`src/logic/cfg_port_pkg.sv`:
```
// constants and types for the configuration index/data port block
// ----------------------------------------------------------------
// Summary of operation
// - index on port 22h, data on 23h
// - unselected or repeated data access goes external
// - index port reads always go external
// - on-chip hits complete without external cycle
// - C0-CFh and FC-FFh always reachable
// - D0-FBh reachable only when map enable 1h
// - map enable 1h: index writes never go external
// - map enable 0h: other indexes go external
// - reset clears every configuration bit
// - seven control, eight region, eight region-control
// ----------------------------------------------------------------
package cfg_port_pkg;
  localparam logic [15:0] PORT_INDEX = 16'h0022;
  localparam logic [15:0] PORT_DATA = 16'h0023;
  // index windows
  localparam logic [7:0] IDX_BASE = 8'hC0;
  localparam logic [7:0] IDX_LOW_OPEN_LAST = 8'hCF;
  localparam logic [7:0] IDX_HIGH_OPEN_FIRST = 8'hFC;
  localparam logic [7:0] IDX_CTRL3 = 8'hC3;
  localparam logic [7:0] IDX_ID0 = 8'hFE;
  localparam logic [7:0] IDX_ID1 = 8'hFF;
  // map enable field sits in control register three bits 7..4
  localparam int MAP_FIELD_LSB = 4;
  localparam logic [3:0] MAP_OPEN = 4'h1;
  // stored bytes C0h..FFh, implemented: C0-E3 (ccr0-3, arr0-7, rcr0-7), E8-EA (ccr4-6)
  localparam int STORE_DEPTH = 64;
  localparam logic [63:0] IMPL_MASK = 64'h0000_070F_FFFF_FFFF;
  localparam logic [7:0] RESET_BYTE = 8'h00;
  // identification bytes, values arbitrary
  localparam logic [7:0] ID0_VALUE = 8'h5A;
  localparam logic [7:0] ID1_VALUE = 8'h01;
  typedef enum logic [0:0] {
    ST_IDLE = 1'b0,
    ST_EXT = 1'b1
  } phase_t;
endpackage

```
`src/logic/cfg_reg_store.sv`:
```
// byte storage for the configuration register set
module cfg_reg_store
  import cfg_port_pkg::*;
(
  input wire logic ref_clk, // core clock
  input wire logic rst_b, // async reset, active low
  input wire logic ce, // clock enable
  input wire logic wr_en, // write one byte this cycle
  input wire logic [7:0] idx, // register index
  input wire logic [7:0] wr_data, // byte to write
  output logic [7:0] rd_data, // byte at idx, combinational
  output logic [3:0] map_enable_field // map enable field of control register three
);
  typedef struct packed {
    logic [STORE_DEPTH-1:0][7:0] bytes;
  } store_t;

  store_t cur;
  store_t next_cur;
  logic [5:0] slot;
  logic in_store;

  assign slot = idx[5:0];
  assign in_store = (idx >= IDX_BASE);

  // write decode: only implemented slots take data
  always_comb begin
    next_cur = cur;
    for (int i = 0; i < STORE_DEPTH; i++) begin
      if (wr_en && in_store && (slot == 6'(i)) && IMPL_MASK[i]) begin
        next_cur.bytes[i] = wr_data;
      end
    end
  end

  // all bytes clear on reset
  always_ff @(posedge ref_clk or negedge rst_b) begin
    if (!rst_b) begin
      cur <= '0;
    end else if (ce) begin
      cur <= next_cur;
    end
  end

  // read: id bytes are constants, holes read zero
  always_comb begin
    rd_data = RESET_BYTE;
    if (idx == IDX_ID0) begin
      rd_data = ID0_VALUE;
    end else if (idx == IDX_ID1) begin
      rd_data = ID1_VALUE;
    end else if (in_store && IMPL_MASK[slot]) begin
      rd_data = cur.bytes[slot];
    end
  end

  assign map_enable_field = cur.bytes[6'(IDX_CTRL3 - IDX_BASE)][MAP_FIELD_LSB +: 4];
endmodule

```
`src/logic/config_index_data_port.sv`:
```
// index/data port decode between the core I/O path and the external I/O bus
module config_index_data_port
  import cfg_port_pkg::*;
(
  input wire logic ref_clk, // core clock, 25 MHz
  input wire logic rst_b, // async reset, active low
  input wire logic ce, // clock enable, freezes state when low
  input wire logic core_req, // core I/O request valid
  output logic core_ready, // request can be taken
  input wire logic core_wr, // 1 write, 0 read
  input wire logic [15:0] core_port, // I/O port number
  input wire logic [7:0] core_wdata, // write data
  output logic core_ack, // one-cycle completion pulse
  output logic [7:0] core_rdata, // read data, valid with core_ack
  output logic ext_req, // external I/O cycle request, held to ext_ack
  output logic ext_wr, // external cycle direction
  output logic [15:0] ext_port, // external cycle port
  output logic [7:0] ext_wdata, // external cycle write data
  input wire logic ext_ack, // external cycle done
  input wire logic [7:0] ext_rdata // external read data, valid with ext_ack
);
  // ----------------------------------------------------------------
  // state
  // ----------------------------------------------------------------
  typedef struct packed {
    phase_t phase;
    logic [7:0] idx;
    logic idx_valid;
    logic core_ack;
    logic [7:0] core_rdata;
    logic ext_req;
    logic ext_wr;
    logic [15:0] ext_port;
    logic [7:0] ext_wdata;
  } port_state_t;

  port_state_t cur;
  port_state_t next_cur;

  logic take;
  logic [7:0] look_idx;
  logic [7:0] store_rd;
  logic [3:0] map_enable_field;
  logic store_wr;
  logic is_index;
  logic is_data;
  logic new_idx_ok;
  logic cur_idx_ok;

  // ----------------------------------------------------------------
  // decode
  // ----------------------------------------------------------------
  // accessibility: low and high windows always, everything when map is open
  function automatic logic idx_open(input logic [7:0] i, input logic [3:0] map);
    logic always_on;
    always_on = (i >= IDX_BASE && i <= IDX_LOW_OPEN_LAST) || (i >= IDX_HIGH_OPEN_FIRST);
    idx_open = always_on || (map == MAP_OPEN);
  endfunction

  assign core_ready = (cur.phase == ST_IDLE);
  assign take = ce && core_req && core_ready;
  assign is_index = (core_port == PORT_INDEX);
  assign is_data = (core_port == PORT_DATA);
  assign new_idx_ok = idx_open(core_wdata, map_enable_field);
  assign cur_idx_ok = cur.idx_valid && idx_open(cur.idx, map_enable_field);
  assign look_idx = cur.idx;
  // internal data write only on a fresh, open selection
  assign store_wr = take && is_data && core_wr && cur_idx_ok;

  cfg_reg_store u_store (
    .ref_clk(ref_clk),
    .rst_b(rst_b),
    .ce(ce),
    .wr_en(store_wr),
    .idx(look_idx),
    .wr_data(core_wdata),
    .rd_data(store_rd),
    .map_enable_field(map_enable_field)
  );

  // ----------------------------------------------------------------
  // next state
  // ----------------------------------------------------------------
  // one access at a time: internal hits answer next cycle, others go out
  always_comb begin
    next_cur = cur;
    next_cur.core_ack = 1'b0;
    case (cur.phase)
      ST_IDLE: begin
        if (take) begin
          // any access consumes the current selection
          next_cur.idx_valid = 1'b0;
          if (is_index && core_wr && new_idx_ok) begin
            next_cur.idx = core_wdata;
            next_cur.idx_valid = 1'b1;
            next_cur.core_ack = 1'b1;
          end else if (is_data && cur_idx_ok) begin
            next_cur.core_ack = 1'b1;
            next_cur.core_rdata = core_wr ? cur.core_rdata : store_rd;
          end else begin
            // index reads, unselected data, closed indexes, other ports
            next_cur.phase = ST_EXT;
            next_cur.ext_req = 1'b1;
            next_cur.ext_wr = core_wr;
            next_cur.ext_port = core_port;
            next_cur.ext_wdata = core_wdata;
          end
        end
      end
      ST_EXT: begin
        if (ext_ack) begin
          next_cur.phase = ST_IDLE;
          next_cur.ext_req = 1'b0;
          next_cur.core_ack = 1'b1;
          if (!cur.ext_wr) begin
            next_cur.core_rdata = ext_rdata;
          end
        end
      end
      default: begin
        next_cur.phase = ST_IDLE;
        next_cur.ext_req = 1'b0;
      end
    endcase
  end

  // ----------------------------------------------------------------
  // registers
  // ----------------------------------------------------------------
  // state register, frozen while ce is low
  always_ff @(posedge ref_clk or negedge rst_b) begin
    if (!rst_b) begin
      cur <= '0;
    end else if (ce) begin
      cur <= next_cur;
    end
  end

  // outputs straight from flops
  assign core_ack = cur.core_ack;
  assign core_rdata = cur.core_rdata;
  assign ext_req = cur.ext_req;
  assign ext_wr = cur.ext_wr;
  assign ext_port = cur.ext_port;
  assign ext_wdata = cur.ext_wdata;
endmodule

```
`config.mk`:
```
export PLATFORM = sky130hd
export DESIGN_NAME = config_index_data_port
export DESIGN_NICKNAME = d
export VERILOG_FILES = /design/src/logic/cfg_port_pkg.sv /design/src/logic/cfg_reg_store.sv /design/src/logic/config_index_data_port.sv
export SDC_FILE = /design/constraint.sdc
export NUM_CORES = 1
export LEC_CHECK = 0
export BUFFER_PORTS_ARGS = -buffer_cell sky130_fd_sc_hd__buf_2
export CORE_UTILIZATION = 30
export DETAILED_ROUTE_END_ITERATION = 8
export PLACE_DENSITY_LB_ADDON = 0.15
export SKIP_CTS_REPAIR_TIMING = 1
export SYNTH_ARGS = -nofsm -noshare
export SYNTH_HDL_FRONTEND = slang
export SYNTH_SLANG_ARGS = --single-unit
```
`constraint.sdc`:
```
create_clock -name ref_clk -period 5.4 [get_ports ref_clk]
set_clock_uncertainty 0.15 [all_clocks]
set_input_delay 1.62 -clock ref_clk [delete_from_list [all_inputs] [get_ports ref_clk]]
set_output_delay 1.62 -clock ref_clk [all_outputs]
set_load 0.05 [all_outputs]
```
[Word-level counts from Yosys, hierarchy flattened]
Memories as Yosys holds them, arrays and structs flattened.
Index checks and enable logic that the tools add are counted.
Word-level totals
  input port bits: 38
  bits in read-only memories: 64
  bits in registers: 357
  memories: 1
  word-level logic and storage cells: 230
Memory list
  (no name shown): words 64, bits a word 1, rd ports 1, clocked after Yosys merged registers in 0, write ports 0, line cfg_reg_store.sv:52  | end else if (in_store && IMPL_MASK[slot]) begin
Cells by class
  magnitude comparators: 7
  eq/ne operators: 50
  mux-type cells: 20
  reduce and logical (&&, ||, !) cells: 101
  bitwise operators: 3
Operator list (number)
  6-bit by 5-bit equality test with 1-bit output, second input constant: 16
  2-bit AND reduction: 39
  1-bit logical AND: 52
  8-bit binary-select mux with 6-bit select: 1
  6-bit by 4-bit equality test with 1-bit output, second input constant: 8
  8-bit two-way mux: 6
  45-bit two-way mux: 1
  6-bit equality test, second input constant: 7
  34-bit two-way mux: 1
  16-bit by 6-bit equality test with 1-bit output, second input constant: 2
  8-bit greater-or-equal comparator, second input constant: 4
  26-bit two-way mux: 1
  6-bit by 3-bit equality test with 1-bit output, second input constant: 4
  10-bit case mux with 2 select lines: 1
  9-bit two-way mux: 2
  8-bit equality test, second input constant: 2
  8-bit <= comparator, second input constant: 2
  6-bit by 2-bit equality test with 1-bit output, second input constant: 2
  10-bit two-way mux: 1
  2-bit inequality test, second input constant: 5
  5-bit AND reduction: 2
  6-bit by 7-bit less-than comparator with 1-bit output, second input constant: 1
  7-bit AND reduction: 1
  6-bit by 1-bit equality test with 1-bit output, second input constant: 1
  9 further kinds: 19

[Logic depth before layout (Yosys ltp)]
Gate-level depths: netlist (run 1).
  depth after elaboration: 11
  mapped depth: 9

[Cells and area by module]
A second synthesis (run 1) with hierarchy kept.
Second synthesis, totals
  cell total of the unflattened synthesis: 1153
  area total of the unflattened synthesis: 17123.9 µm²
By module, submodules not included
  cfg_reg_store: sequential area each 7807.5 µm², area each 14810.5 µm², times used 1, cells an instance 983
  config_index_data_port: sequential area each 1126.1 µm², area each 2313.5 µm², times used 1, cells an instance 170

[Worst setup path before layout (run 1)]
No wires, ideal clock.
  path kind: input -> register
  from: in core_port[10]
  to: reg u_store.cur[112] (netlist bit)
  path slack: 1.255 ns
  setup time: 0.125 ns
  stages: 7
  path buffers: 2
  arrival: 3.870 ns
  data required time: 5.125 ns
  path through: nor4_1 nand4_1 or4_4 buf_6 buf_8 nor4_4 mux2_4
On the way
  longest elaborated chain between the ends: 7
Ends and longest elaborated chain
  start, declared: line config_index_data_port.sv:11  | input wire logic [15:0] core_port,
  16-bit by 6-bit equality test with 1-bit output: line config_index_data_port.sv:63  | assign is_data = (core_port == PORT_DATA);
  1-bit logical AND (3 in a row): line config_index_data_port.sv:68  | assign store_wr = take && is_data && core_wr && cur_idx_ok;
  1-bit logical AND (2 in a row): line cfg_reg_store.sv:30  | if (wr_en && in_store && (slot == 6'(i)) && IMPL_MASK[i]) begin
  2-bit AND reduction (no source line)
  end signal, assigned: line cfg_reg_store.sv:41  | cur <= next_cur;
  end, declared: line cfg_reg_store.sv:18  | store_t cur;
Every way passes these cells.
A chain may end at the register's enable or synchronous reset.

[Final worst setup path (run 1)]
  from: in core_port[14]
  to: reg u_store.cur[186] (netlist bit)
The elaborated chain is that of the path after synthesis.

==> results of run 1 <==
## power by group through the flow
stage / Combinational (mW) / Clock [mW] / Sequential, mW
2_1_floorplan: 0.536 / 0 / 2.86
3_3_place_gp: 0.652 / 0 / 2.85
3_5_place_dp: 0.652 / 0 / 2.85
4_1_cts: 0.653 / 3.04 / 2.80
5_1_grt: 0.686 / 3.16 / 2.81
6_report: 0.642 / 2.95 / 2.80
## worst max-delay path, delay by kind of cell
family,cells,cell delay (ns)
AND/OR/NAND/NOR,5,2.18
multiplexers,1,0.39
buffers and inverters,2,0.31
## placed cells by master, fill, tap and decap left out, types with 4 or more instances in the layout
cell | synthesis | final
clkbuf_1 | 55 | 8
nor2_1 | 34 | 33
buf_2 | 9 | 72
o311ai_0 | 4 | 4
dfrtp_1 | 357 | 355
and3_1 | 10 | 10
nand2_1 | 46 | 46
mux2_2 | 335 | 335
clkbuf_8 | 0 | 12
nand3_1 | 20 | 20
buf_4 | 32 | 43
bufinv_16 | 0 | 4
buf_12 | 0 | 5
or3_1 | 4 | 4
nor4_4 | 9 | 9
and2_1 | 6 | 6
nand4_1 | 7 | 7
nor2b_1 | 7 | 7
a21oi_1 | 9 | 9
a221oi_1 | 6 | 6
mux2_4 | 8 | 8
mux2i_1 | 37 | 37
o21ai_0 | 6 | 6
clkinv_2 | 0 | 6
clkbuf_16 | 0 | 42
o32a_1 | 4 | 4
a22oi_1 | 19 | 19
o211ai_1 | 7 | 7
nor3_1 | 10 | 10
mux2_1 | 12 | 12
mux4_2 | 60 | 60
## metrics by stage
stage          power (mW)  area (µm²)
3_5_place_dp        3.502       18070
2_1_floorplan       3.392       16900
4_1_cts             6.494       19510
6_report            6.390       19510
3_3_place_gp        3.502       18070
5_1_grt             6.651       19510
## layer usage
metal / vias up / track usage [%]
met2: 229 / 26.55
li1: 4452 / -
met3: 70 / 2.835
met1: 5366 / 24.49
met4: 0 / 5.342
met5: - / 0
## state kept, by name, indices dropped and copies added (netlist names), 2 cells and up
name and cells:
ext_port 16, cur 2, look_idx 8, ext_wdata 8, core_rdata 8, u_store.map_enable_field 4
u_store.cur 308
## area by class of cell
class / instances / area [µm²] / share of cell area (%)
repair buffers: 121 / 798.3 / 4.092
clock inverters: 14 / 191.4 / 0.9812
flip-flops and latches: 357 / 8941 / 45.83
multi-input cells: 704 / 7386 / 37.86
inverters: 3 / 11.26 / 0.05772
well taps: 748 / 935.9 / 4.797
clock buffers: 62 / 1246 / 6.387
## logic make-up (layout without fill, tap and decap cells)
kind of cell,after synthesis,in the layout,synth area share (%)
muxes,452,452,34.02
DFF,357,357,52.87
and+or+nand+nor,172,172,6.020
buffers and inverters,115,200,3.443
AOI/OAI and AO/OA,80,80,3.650
## path summary, 6_finish.rpt
check                                              from  slack (ns)                            to
hold reg to reg            u_store.cur[343]$_DFFE_PN0P_        0.34  u_store.cur[343]$_DFFE_PN0P_
min in group asynchronous                         rst_b        0.96  u_store.cur[172]$_DFFE_PN0P_
max in group asynchronous                         rst_b        3.15   u_store.cur[18]$_DFFE_PN0P_
setup / recovery                          core_port[14]        1.20  u_store.cur[186]$_DFFE_PN0P_
setup reg to reg                look_idx[2]$_DFFE_PN0P_        1.74  u_store.cur[186]$_DFFE_PN0P_
hold / removal             u_store.cur[343]$_DFFE_PN0P_        0.34  u_store.cur[343]$_DFFE_PN0P_
==> flow_summary.json, run 1 <==
{
  "status": "finished, final reports clean",
  "effective_utilization_at_floorplan_pct": 30.49,
  "drt-vias-per-instance": 5.036,
  "max_stage_delay_ns": 0.67,
  "synth_edf_count": 0,
  "critical_path_required_ns": 5.70,
  "synthMostInstantiatedCell": "dfrtp_1",
  "min_path_type": "flip-flop to flip-flop",
  "power.internal_mw": 4.699,
  "timing.final.crit_share_pct": 77.84,
  "timing.hold.worst_path_depth": 1,
  "grt_setup_unrepaired": "false",
  "mean_instance_size_in_the_synthesized_netlist_um2": 14.37,
  "place_hpwl_um": 30750,
  "combPwrFrac_pct": 10.0,
  "syn2layout_area_growth_pct": 15.45,
  "cp_max_fo": 11,
  "floorplan.die_area_um2": 57280,
  "route.met3.wl_um": 1853,
  "cts_num_sinks": 357,
  "placedCellCount": 1933,
  "slew_viol_final": 0,
  "clockRootBuffer": "clkbuf_16",
  "worst-slew-pin-transition_ns": 1.007,
  "post_synth_num_cell_types": 61,
  "grt_overflow": 0,
  "fin_hold_ws_ns": 0.3386,
  "io_buffer_count": 73,
  "syn_inst_count": 1176,
  "timing.critical_path.from_type": "primary input",
  "nNetsFinal": 1267,
  "postLayoutCoreUtil_pct": 35.21,
  "drt_pre_antenna_iters": 5,
  "count_of_maximum_capacitance_violations": 0,
  "synth_area_um2": 16900,
  "min_period_ns": 4.203,
  "totalWireLength_um": 47490,
  "end_kind": "flip-flop",
  "instances_no_fill": 2009,
  "wirelength_met1_um": 23060,
  "top_layer_used": "met4",
  "pre_cts_setup_slack_ns": 0.5866,
  "htree_num_levels": 2,
  "grt_pass1_wl_um": 72860,
  "number_of_drc_markers_after_the_initial_detailed_route_iteration": 607,
  "setup_tns_ns": 0,
  "critPathKind": "primary input to flip-flop",
  "yosys_register_bits": 357,
  "reg2reg_depth": 7,
  "fillCellCount": 5393,
  "ys.flop_type": "dfrtp_1",
  "power-per-cell-area_nw_per_um2": 327.5,
  "p_sw_share_pct": 26.46,
  "proportion_of_synthesized_flip_flops_having_asynchronous_set_or_reset_pct": 100.0,
  "p_sw_mw": 1.690,
  "routed-via-count": 10120,
  "number_of_antenna_violations_at_the_first_check_in_global_routing": 1,
  "timing.final.setup_violations": 0,
  "cts_bufs_inserted": 42,
  "grt_util_all_layers_pct": 17.18,
  "globalplace.congestion": 0.8585,
  "ys_seq_area_share_pct": 52.87,
  "slew_headroom_pct": 32.84,
  "timing.fmax_mhz": 237.9,
  "path_clk_slew_ns": 0.06,
  "largest_net_degree_at_the_start_of_global_routing": 106,
  "power_frac_clock_pct": 46.1,
  "met2_wirelength_um": 21420,
  "floorplan.io_pins": 74,
  "drc": 0,
  "n_antenna_cell": 0,
  "leakage_nw": 8.990,
  "std_cell_rows": 86,
  "tritoncts": "built",
  "dieHeight_um": 239.3,
  "yosys.area.top_type_share_pct": 52.87,
  "clock_insertion_delay_worst_skew_ns": 0.58,
  "wl_per_cell_um": 23.64,
  "core_region_area_um2": 55420,
  "yosys_warnings": 0,
  "drt.antenna.violating_nets": 0,
  "synthesis.nets": 1214,
  "cp_cell_sequence": "buf_2 > nor4bb_1 > nand4_1 > nor4_2 > buf_4 > nand3_1 > or3_1 > mux2_1",
  "cts.path.max_buffers": 3,
  "highest_delay_cell_along_the_critical_path": "or3_1",
  "layout_setup_ws_ns": 1.197,
  "vdd_drop_max_v": 0.0002184,
  "synth.area.top_cells": "dfrtp_1, mux2_2, mux4_2, mux2i_1, buf_4",
  "ys_top_cells_by_count": "dfrtp_1, mux2_2, mux4_2, clkbuf_1, nand2_1",
  "fraction_of_final_layout_cells_with_drive_strength_greater_than_1_pct": 48.45,
  "floorplan.die.width_um": 239.3,
  "power.sequential.fraction_pct": 43.8,
  "grt_pass1_vias": 10750,
  "data_arrival_time_of_the_critical_path_ns": 4.50,
  "finalHoldViolations": 0,
  "post-synth-top-area-cell": "dfrtp_1"
}
Note: power is estimated with default switching activity, not from simulation.
==> run 2: changes to the inputs <==
Clock period 5.4 ns to 3.59 ns, I/O delays scaled along.
==> run 2 against run 1 <==
Setup slack worse by 0.78 ns. Critical path depth is the same. Sequential share of layout area shrank 1.1 points. Global-route usage fell by 0.23 points. Register-to-register slack worse by 1.2 ns. Core utilization up 0.90 points. Flip-flop and latch count unchanged. Count of clock-buffer cells in the layout down 3. Critical endpoint is now u_store.cur[62]$_DFFE_PN0P_. Highest routed layer is now met5.
==> flow_summary.json, run 2 (synthesis results as in run 1) <==
{
  "status": "finished, final reports clean",
  "total_area_of_multi_input_combinational_cells_um2": 7386,
  "data_arrival_time_of_the_critical_path_ns": 3.47,
  "syn2layout_area_growth_pct": 18.41,
  "clock_insertion_delay_worst_skew_ns": 0.56,
  "critical_path_required_ns": 3.89,
  "n_antenna_cell": 0,
  "setup_tns_ns": 0,
  "worst-slew-pin-transition_ns": 0.9672,
  "grt_overflow": 0,
  "largest_register": "u_store.cur",
  "globalplace.congestion": 0.8983,
  "min_period_ns": 3.177,
  "min_path_type": "primary input to asynchronous set/reset pin",
  "totalWireLength_um": 47050,
  "number_of_antenna_violations_at_the_first_check_in_global_routing": 1,
  "drc": 0,
  "wl_per_cell_um": 22.83,
  "cts.path.max_buffers": 3,
  "htree_num_levels": 2,
  "floorplan.die_area_um2": 57280,
  "clockRootBuffer": "clkbuf_16",
  "drt_pre_antenna_iters": 5,
  "slew_viol_final": 0,
  "slew_headroom_pct": 35.52,
  "cp_max_fo": 10,
  "power-per-cell-area_nw_per_um2": 476.9,
  "critPathKind": "primary input to flip-flop",
  "grt_util_all_layers_pct": 16.94,
  "finalHoldViolations": 0,
  "layout.cells.most_common": "dfrtp_1",
  "leakage_nw": 9.266,
  "timing.final.crit_share_pct": 88.49,
  "grt_pass1_vias": 10750,
  "fillCellCount": 5367,
  "path_clk_slew_ns": 0.06,
  "routed-via-count": 10360,
  "timing.critical_path.from_type": "primary input",
  "effective_utilization_at_floorplan_pct": 30.49,
  "drt-vias-per-instance": 5.026,
  "cts_num_sinks": 357,
  "count_of_maximum_capacitance_violations": 0,
  "drt.antenna.violating_nets": 0,
  "number_of_drc_markers_after_the_initial_detailed_route_iteration": 564,
  "place_hpwl_um": 31850,
  "std_cell_rows": 86,
  "largest_net_degree_at_the_start_of_global_routing": 70,
  "fin_hold_ws_ns": 0.3216,
  "cp_cell_sequence": "buf_2 > nor4bb_1 > buf_4 > nand4_1 > or4_4 > nor4_4 > buf_4 > mux2_2",
  "cp_common_cell": "buf_4",
  "max_stage_delay_ns": 0.66,
  "floorplan.io_pins": 74,
  "io_buffer_count": 73,
  "layout_setup_ws_ns": 0.4131,
  "timing.final.setup_violations": 0,
  "final_non_filler_cell_area_um2": 20010,
  "reg2reg_depth": 6,
  "dpl_cell_area_um2": 18610,
  "most-common-layout-cells": "dfrtp_1, mux2_2, buf_4",
  "vdd_drop_max_v": 0.0002615,
  "largest_register_ffs": 308,
  "timing.fmax_mhz": 314.8,
  "end_kind": "flip-flop",
  "dieHeight_um": 239.3,
  "core_region_area_um2": 55420,
  "layout.area.seq_um2": 8941,
  "pre_cts_setup_slack_ns": -0.1603,
  "floorplan.die.width_um": 239.3,
  "fraction_of_final_layout_cells_with_drive_strength_greater_than_1_pct": 50.34,
  "grt_pass1_wl_um": 72250,
  "tritoncts": "built",
  "highest_delay_cell_along_the_critical_path": "or4_4",
  "grt_setup_unrepaired": "false",
  "nNetsFinal": 1319,
  "cts_bufs_inserted": 42
}
## run 2: layer usage
layer | up-vias | routed length, µm | part of all wire (%) | global-route usage [%]
met5 | - | 12 | 0.026 | 0
met4 | 2 | 1062 | 2.3 | 4.798
met3 | 65 | 1665 | 3.5 | 2.824
met2 | 191 | 21910 | 47 | 26.96
met1 | 5532 | 22400 | 48 | 23.68
li1 | 4568 | - | - | -
## run 2: power breakdown
part	switching, mW	internal, mW
clock network	1.73	2.62
registers	0.0668	4.15
logic	0.746	0.237
total	2.54	7.00
## run 2: path summary, 6_finish.rpt
check                                                         from                      endpoint  slack, ns
max                                                  core_port[14]   u_store.cur[62]$_DFFE_PN0P_       0.41
min                                                          rst_b  u_store.cur[171]$_DFFE_PN0P_       0.32
max reg2reg                u_store.map_enable_field[1]$_DFFE_PN0P_   u_store.cur[62]$_DFFE_PN0P_       0.56
min reg2reg                           u_store.cur[191]$_DFFE_PN0P_  u_store.cur[191]$_DFFE_PN0P_       0.34
max in group asynchronous                                    rst_b   u_store.cur[51]$_DFFE_PN0P_       2.16
min in group ref_clk                  u_store.cur[191]$_DFFE_PN0P_  u_store.cur[191]$_DFFE_PN0P_       0.34
## run 2: layout make-up
| cell class | instances | area share [%] |
|---|---|---|
| multi-input cells | 704 | 36.91 |
| flip-flops and latches | 357 | 44.68 |
| repair buffers | 173 | 6.691 |
| inverters | 3 | 0.05628 |
| well taps | 748 | 4.677 |
| clock buffers | 59 | 5.978 |
| clock inverters | 17 | 1.000 |
## run 2: critical path, delay by kind of cell
| kind | cells | cell delay, ns |
|---|---|---|
| buffers and inverters | 3 | 0.50 |
| and+or+nand+nor | 4 | 1.53 |
| muxes | 1 | 0.35 |
## run 2: stage by stage
stage | instances | utilization, % | total power [mW]
after detailed placement | 1985 | 33.59 | 5.292
after global placement | 1985 | 33.59 | 5.287
final | 2061 | 36.11 | 9.542
after global routing | 2061 | 36.11 | 9.932
after floorplan | 1176 | - | 5.102
after CTS | 2061 | 36.11 | 9.720
==> run 3: changes to the inputs <==
Settings changed: GPL_TIMING_DRIVEN set to 0.
==> run 3 against run 2 <==
The flow now finishes with violations (negative setup slack). Clock power up 2%. Power up 2.9%. Flip-flop and latch count unchanged. Sequential share of layout area about the same. Count of clock-buffer cells in the layout up 6. First-iteration DRC count up 75%.
==> flow_summary.json, run 3 (synthesis results as in run 1) <==
{
  "status": "finished, violations left",
  "failed_checks": "negative setup slack",
  "drt_pre_antenna_iters": 5,
  "number_of_antenna_violations_at_the_first_check_in_global_routing": 0,
  "timing.critical_path.from_type": "primary input",
  "min_period_ns": 3.661,
  "nNetsFinal": 1344,
  "end_kind": "flip-flop",
  "floorplan.io_pins": 74,
  "reg2reg_depth": 6,
  "place_hpwl_um": 38700,
  "count_of_maximum_capacitance_violations": 0,
  "critical_path.reg2reg.endpoint": "u_store.cur[109]$_DFFE_PN0P_",
  "largest_net_degree_at_the_start_of_global_routing": 116,
  "min_path_type": "primary input to asynchronous set/reset pin",
  "io_buffer_count": 72,
  "clock_insertion_delay_worst_skew_ns": 0.58,
  "syn2layout_area_growth_pct": 18.32,
  "most-common-layout-cells": "dfrtp_1, mux2_2, buf_2",
  "floorplan.die_area_um2": 57280,
  "p_sw_share_pct": 26.32,
  "grt_pass1_vias": 11420,
  "drt.antenna.violating_nets": 0,
  "combPwrFrac_pct": 11.9,
  "worst-slew-pin-transition_ns": 1.209,
  "critPathKind": "primary input to flip-flop",
  "finalPower_mw": 9.823,
  "tritoncts": "built",
  "finalHoldViolations": 0,
  "data_arrival_time_of_the_critical_path_ns": 3.95,
  "p_sw_mw": 2.585,
  "power.sequential.fraction_pct": 42.9,
  "path_clk_slew_ns": 0.06,
  "cts_num_sinks": 357,
  "timing.final.crit_share_pct": 102.0,
  "core_region_area_um2": 55420,
  "floorplan.die.width_um": 239.3,
  "critical_path_required_ns": 3.88,
  "leakage_nw": 9.197,
  "power-per-cell-area_nw_per_um2": 491.3,
  "worst-r2r-setup-slack_ns": 0.01,
  "largest_register": "u_store.cur",
  "grt_util_all_layers_pct": 20.40,
  "slew_viol_final": 0,
  "fraction_of_final_layout_cells_with_drive_strength_greater_than_1_pct": 47.97,
  "cts_bufs_inserted": 43,
  "cts.path.max_buffers": 3,
  "layout_setup_ws_ns": -0.07074,
  "n_antenna_cell": 0,
  "grt_overflow": 0,
  "wl_per_cell_um": 27.10,
  "std_cell_rows": 86,
  "htree_num_levels": 2,
  "globalplace.congestion": 0.9022,
  "cp_max_fo": 8,
  "layout.cells.most_common": "dfrtp_1",
  "power.internal_mw": 7.238,
  "grt_pass1_wl_um": 82630,
  "grt_setup_unrepaired": "true",
  "vdd_drop_max_v": 0.0003153,
  "power_frac_clock_pct": 45.2,
  "clockRootBuffer": "clkbuf_16",
  "final_non_filler_cell_area_um2": 19990,
  "totalWireLength_um": 56380,
  "dieHeight_um": 239.3,
  "slew_headroom_pct": 19.43,
  "crit-reg2reg-launch": "u_store.map_enable_field[1]$_DFFE_PN0P_",
  "number_of_drc_markers_after_the_initial_detailed_route_iteration": 986,
  "effective_utilization_at_floorplan_pct": 30.49,
  "timing.fmax_mhz": 273.2,
  "routed-via-count": 10860,
  "drt-vias-per-instance": 5.223,
  "dpl_cell_area_um2": 18290,
  "timing.final.setup_violations": 36,
  "fillCellCount": 5319,
  "drc": 0,
  "largest_register_ffs": 308
}
-- run 3: changes by cell type in the layout (fill, tap and decap cells not counted), moves of 7 or more --
cell / change
buf_12: -10
buf_2: +7
buf_4: -48
clkbuf_1: +50
clkbuf_2: +12
clkbuf_4: +7
clkinv_2: -7
nor2_1: -10
-- run 3: worst max path at each step --
| stage | startpoint | to | slack, ns | cells after the start |
|---|---|---|---|---|
| floorplan | core_port[10] | u_store.cur[112]$_DFFE_PN0P_ | 0.03 | 7 |
| global placement | rst_b | u_store.cur[83]$_DFFE_PN0P_ | -6.04 | 1 |
| detailed placement | look_idx[1]$_DFFE_PN0P_ | u_store.cur[180]$_DFFE_PN0P_ | -1.54 | 6 |
| CTS | look_idx[1]$_DFFE_PN0P_ | u_store.cur[180]$_DFFE_PN0P_ | -1.57 | 6 |
| global route | core_port[10] | u_store.cur[43]$_DFFE_PN0P_ | -0.23 | 7 |
| finish | core_port[10] | u_store.cur[109]$_DFFE_PN0P_ | -0.07 | 7 |
-- run 3: area by class of cell --
class / count / area, µm² / area share [%]
Multi-Input combinational cell: 704 / 7470 / 37.36
Inverter: 3 / 15.01 / 0.07509
Clock inverter: 6 / 132.6 / 0.6633
Timing Repair Buffer: 85 / 615.6 / 3.079
Clock buffer: 65 / 1281 / 6.408
Buffer: 112 / 610.6 / 3.054
Tap cell: 748 / 935.9 / 4.681
Sequential cell: 357 / 8934 / 44.68
-- run 3: metrics by stage --
step                util (%)  setup TNS, ns  std cells  hold WS [ns]  setup WS (ns)
floorplan                  -              0       1176        0.3024        0.02926
global placement       32.83       -2423.18       1996        0.3195         -6.040
detailed placement     33.00        -283.10       1999        0.3246         -1.540
CTS                    35.55        -127.45       2070        0.3376         -1.575
global route           36.08         -8.590       2080        0.3503        -0.2300
finish                 36.08         -1.372       2080        0.3258       -0.07074
-- run 3: metal layers --
layer  GRT usage [%]  wire length (µm)  vias up
met5               0                 0        -
met2           32.30             26000      371
met4           8.197              2082        0
met3           3.722              3271       86
li1                -                 -     4616
met1           27.51             25030     5790
-- run 3: critical path: stages --
cell     delay [ns]
buf_2          0.11
nor4_2         0.41
nand4_1        0.25
nor4_1         0.40
nand3_1        0.39
nor2_1         0.88
mux2_2         0.41
-- run 3: power by group through the flow --
stage	Sequential, mW	Clock (mW)	Combinational (mW)
finish	4.22	4.44	1.17
global route	4.24	4.71	1.24
CTS	4.22	4.56	1.18
detailed placement	4.29	0	1.18
global placement	4.29	0	1.17
floorplan	4.30	0	0.806
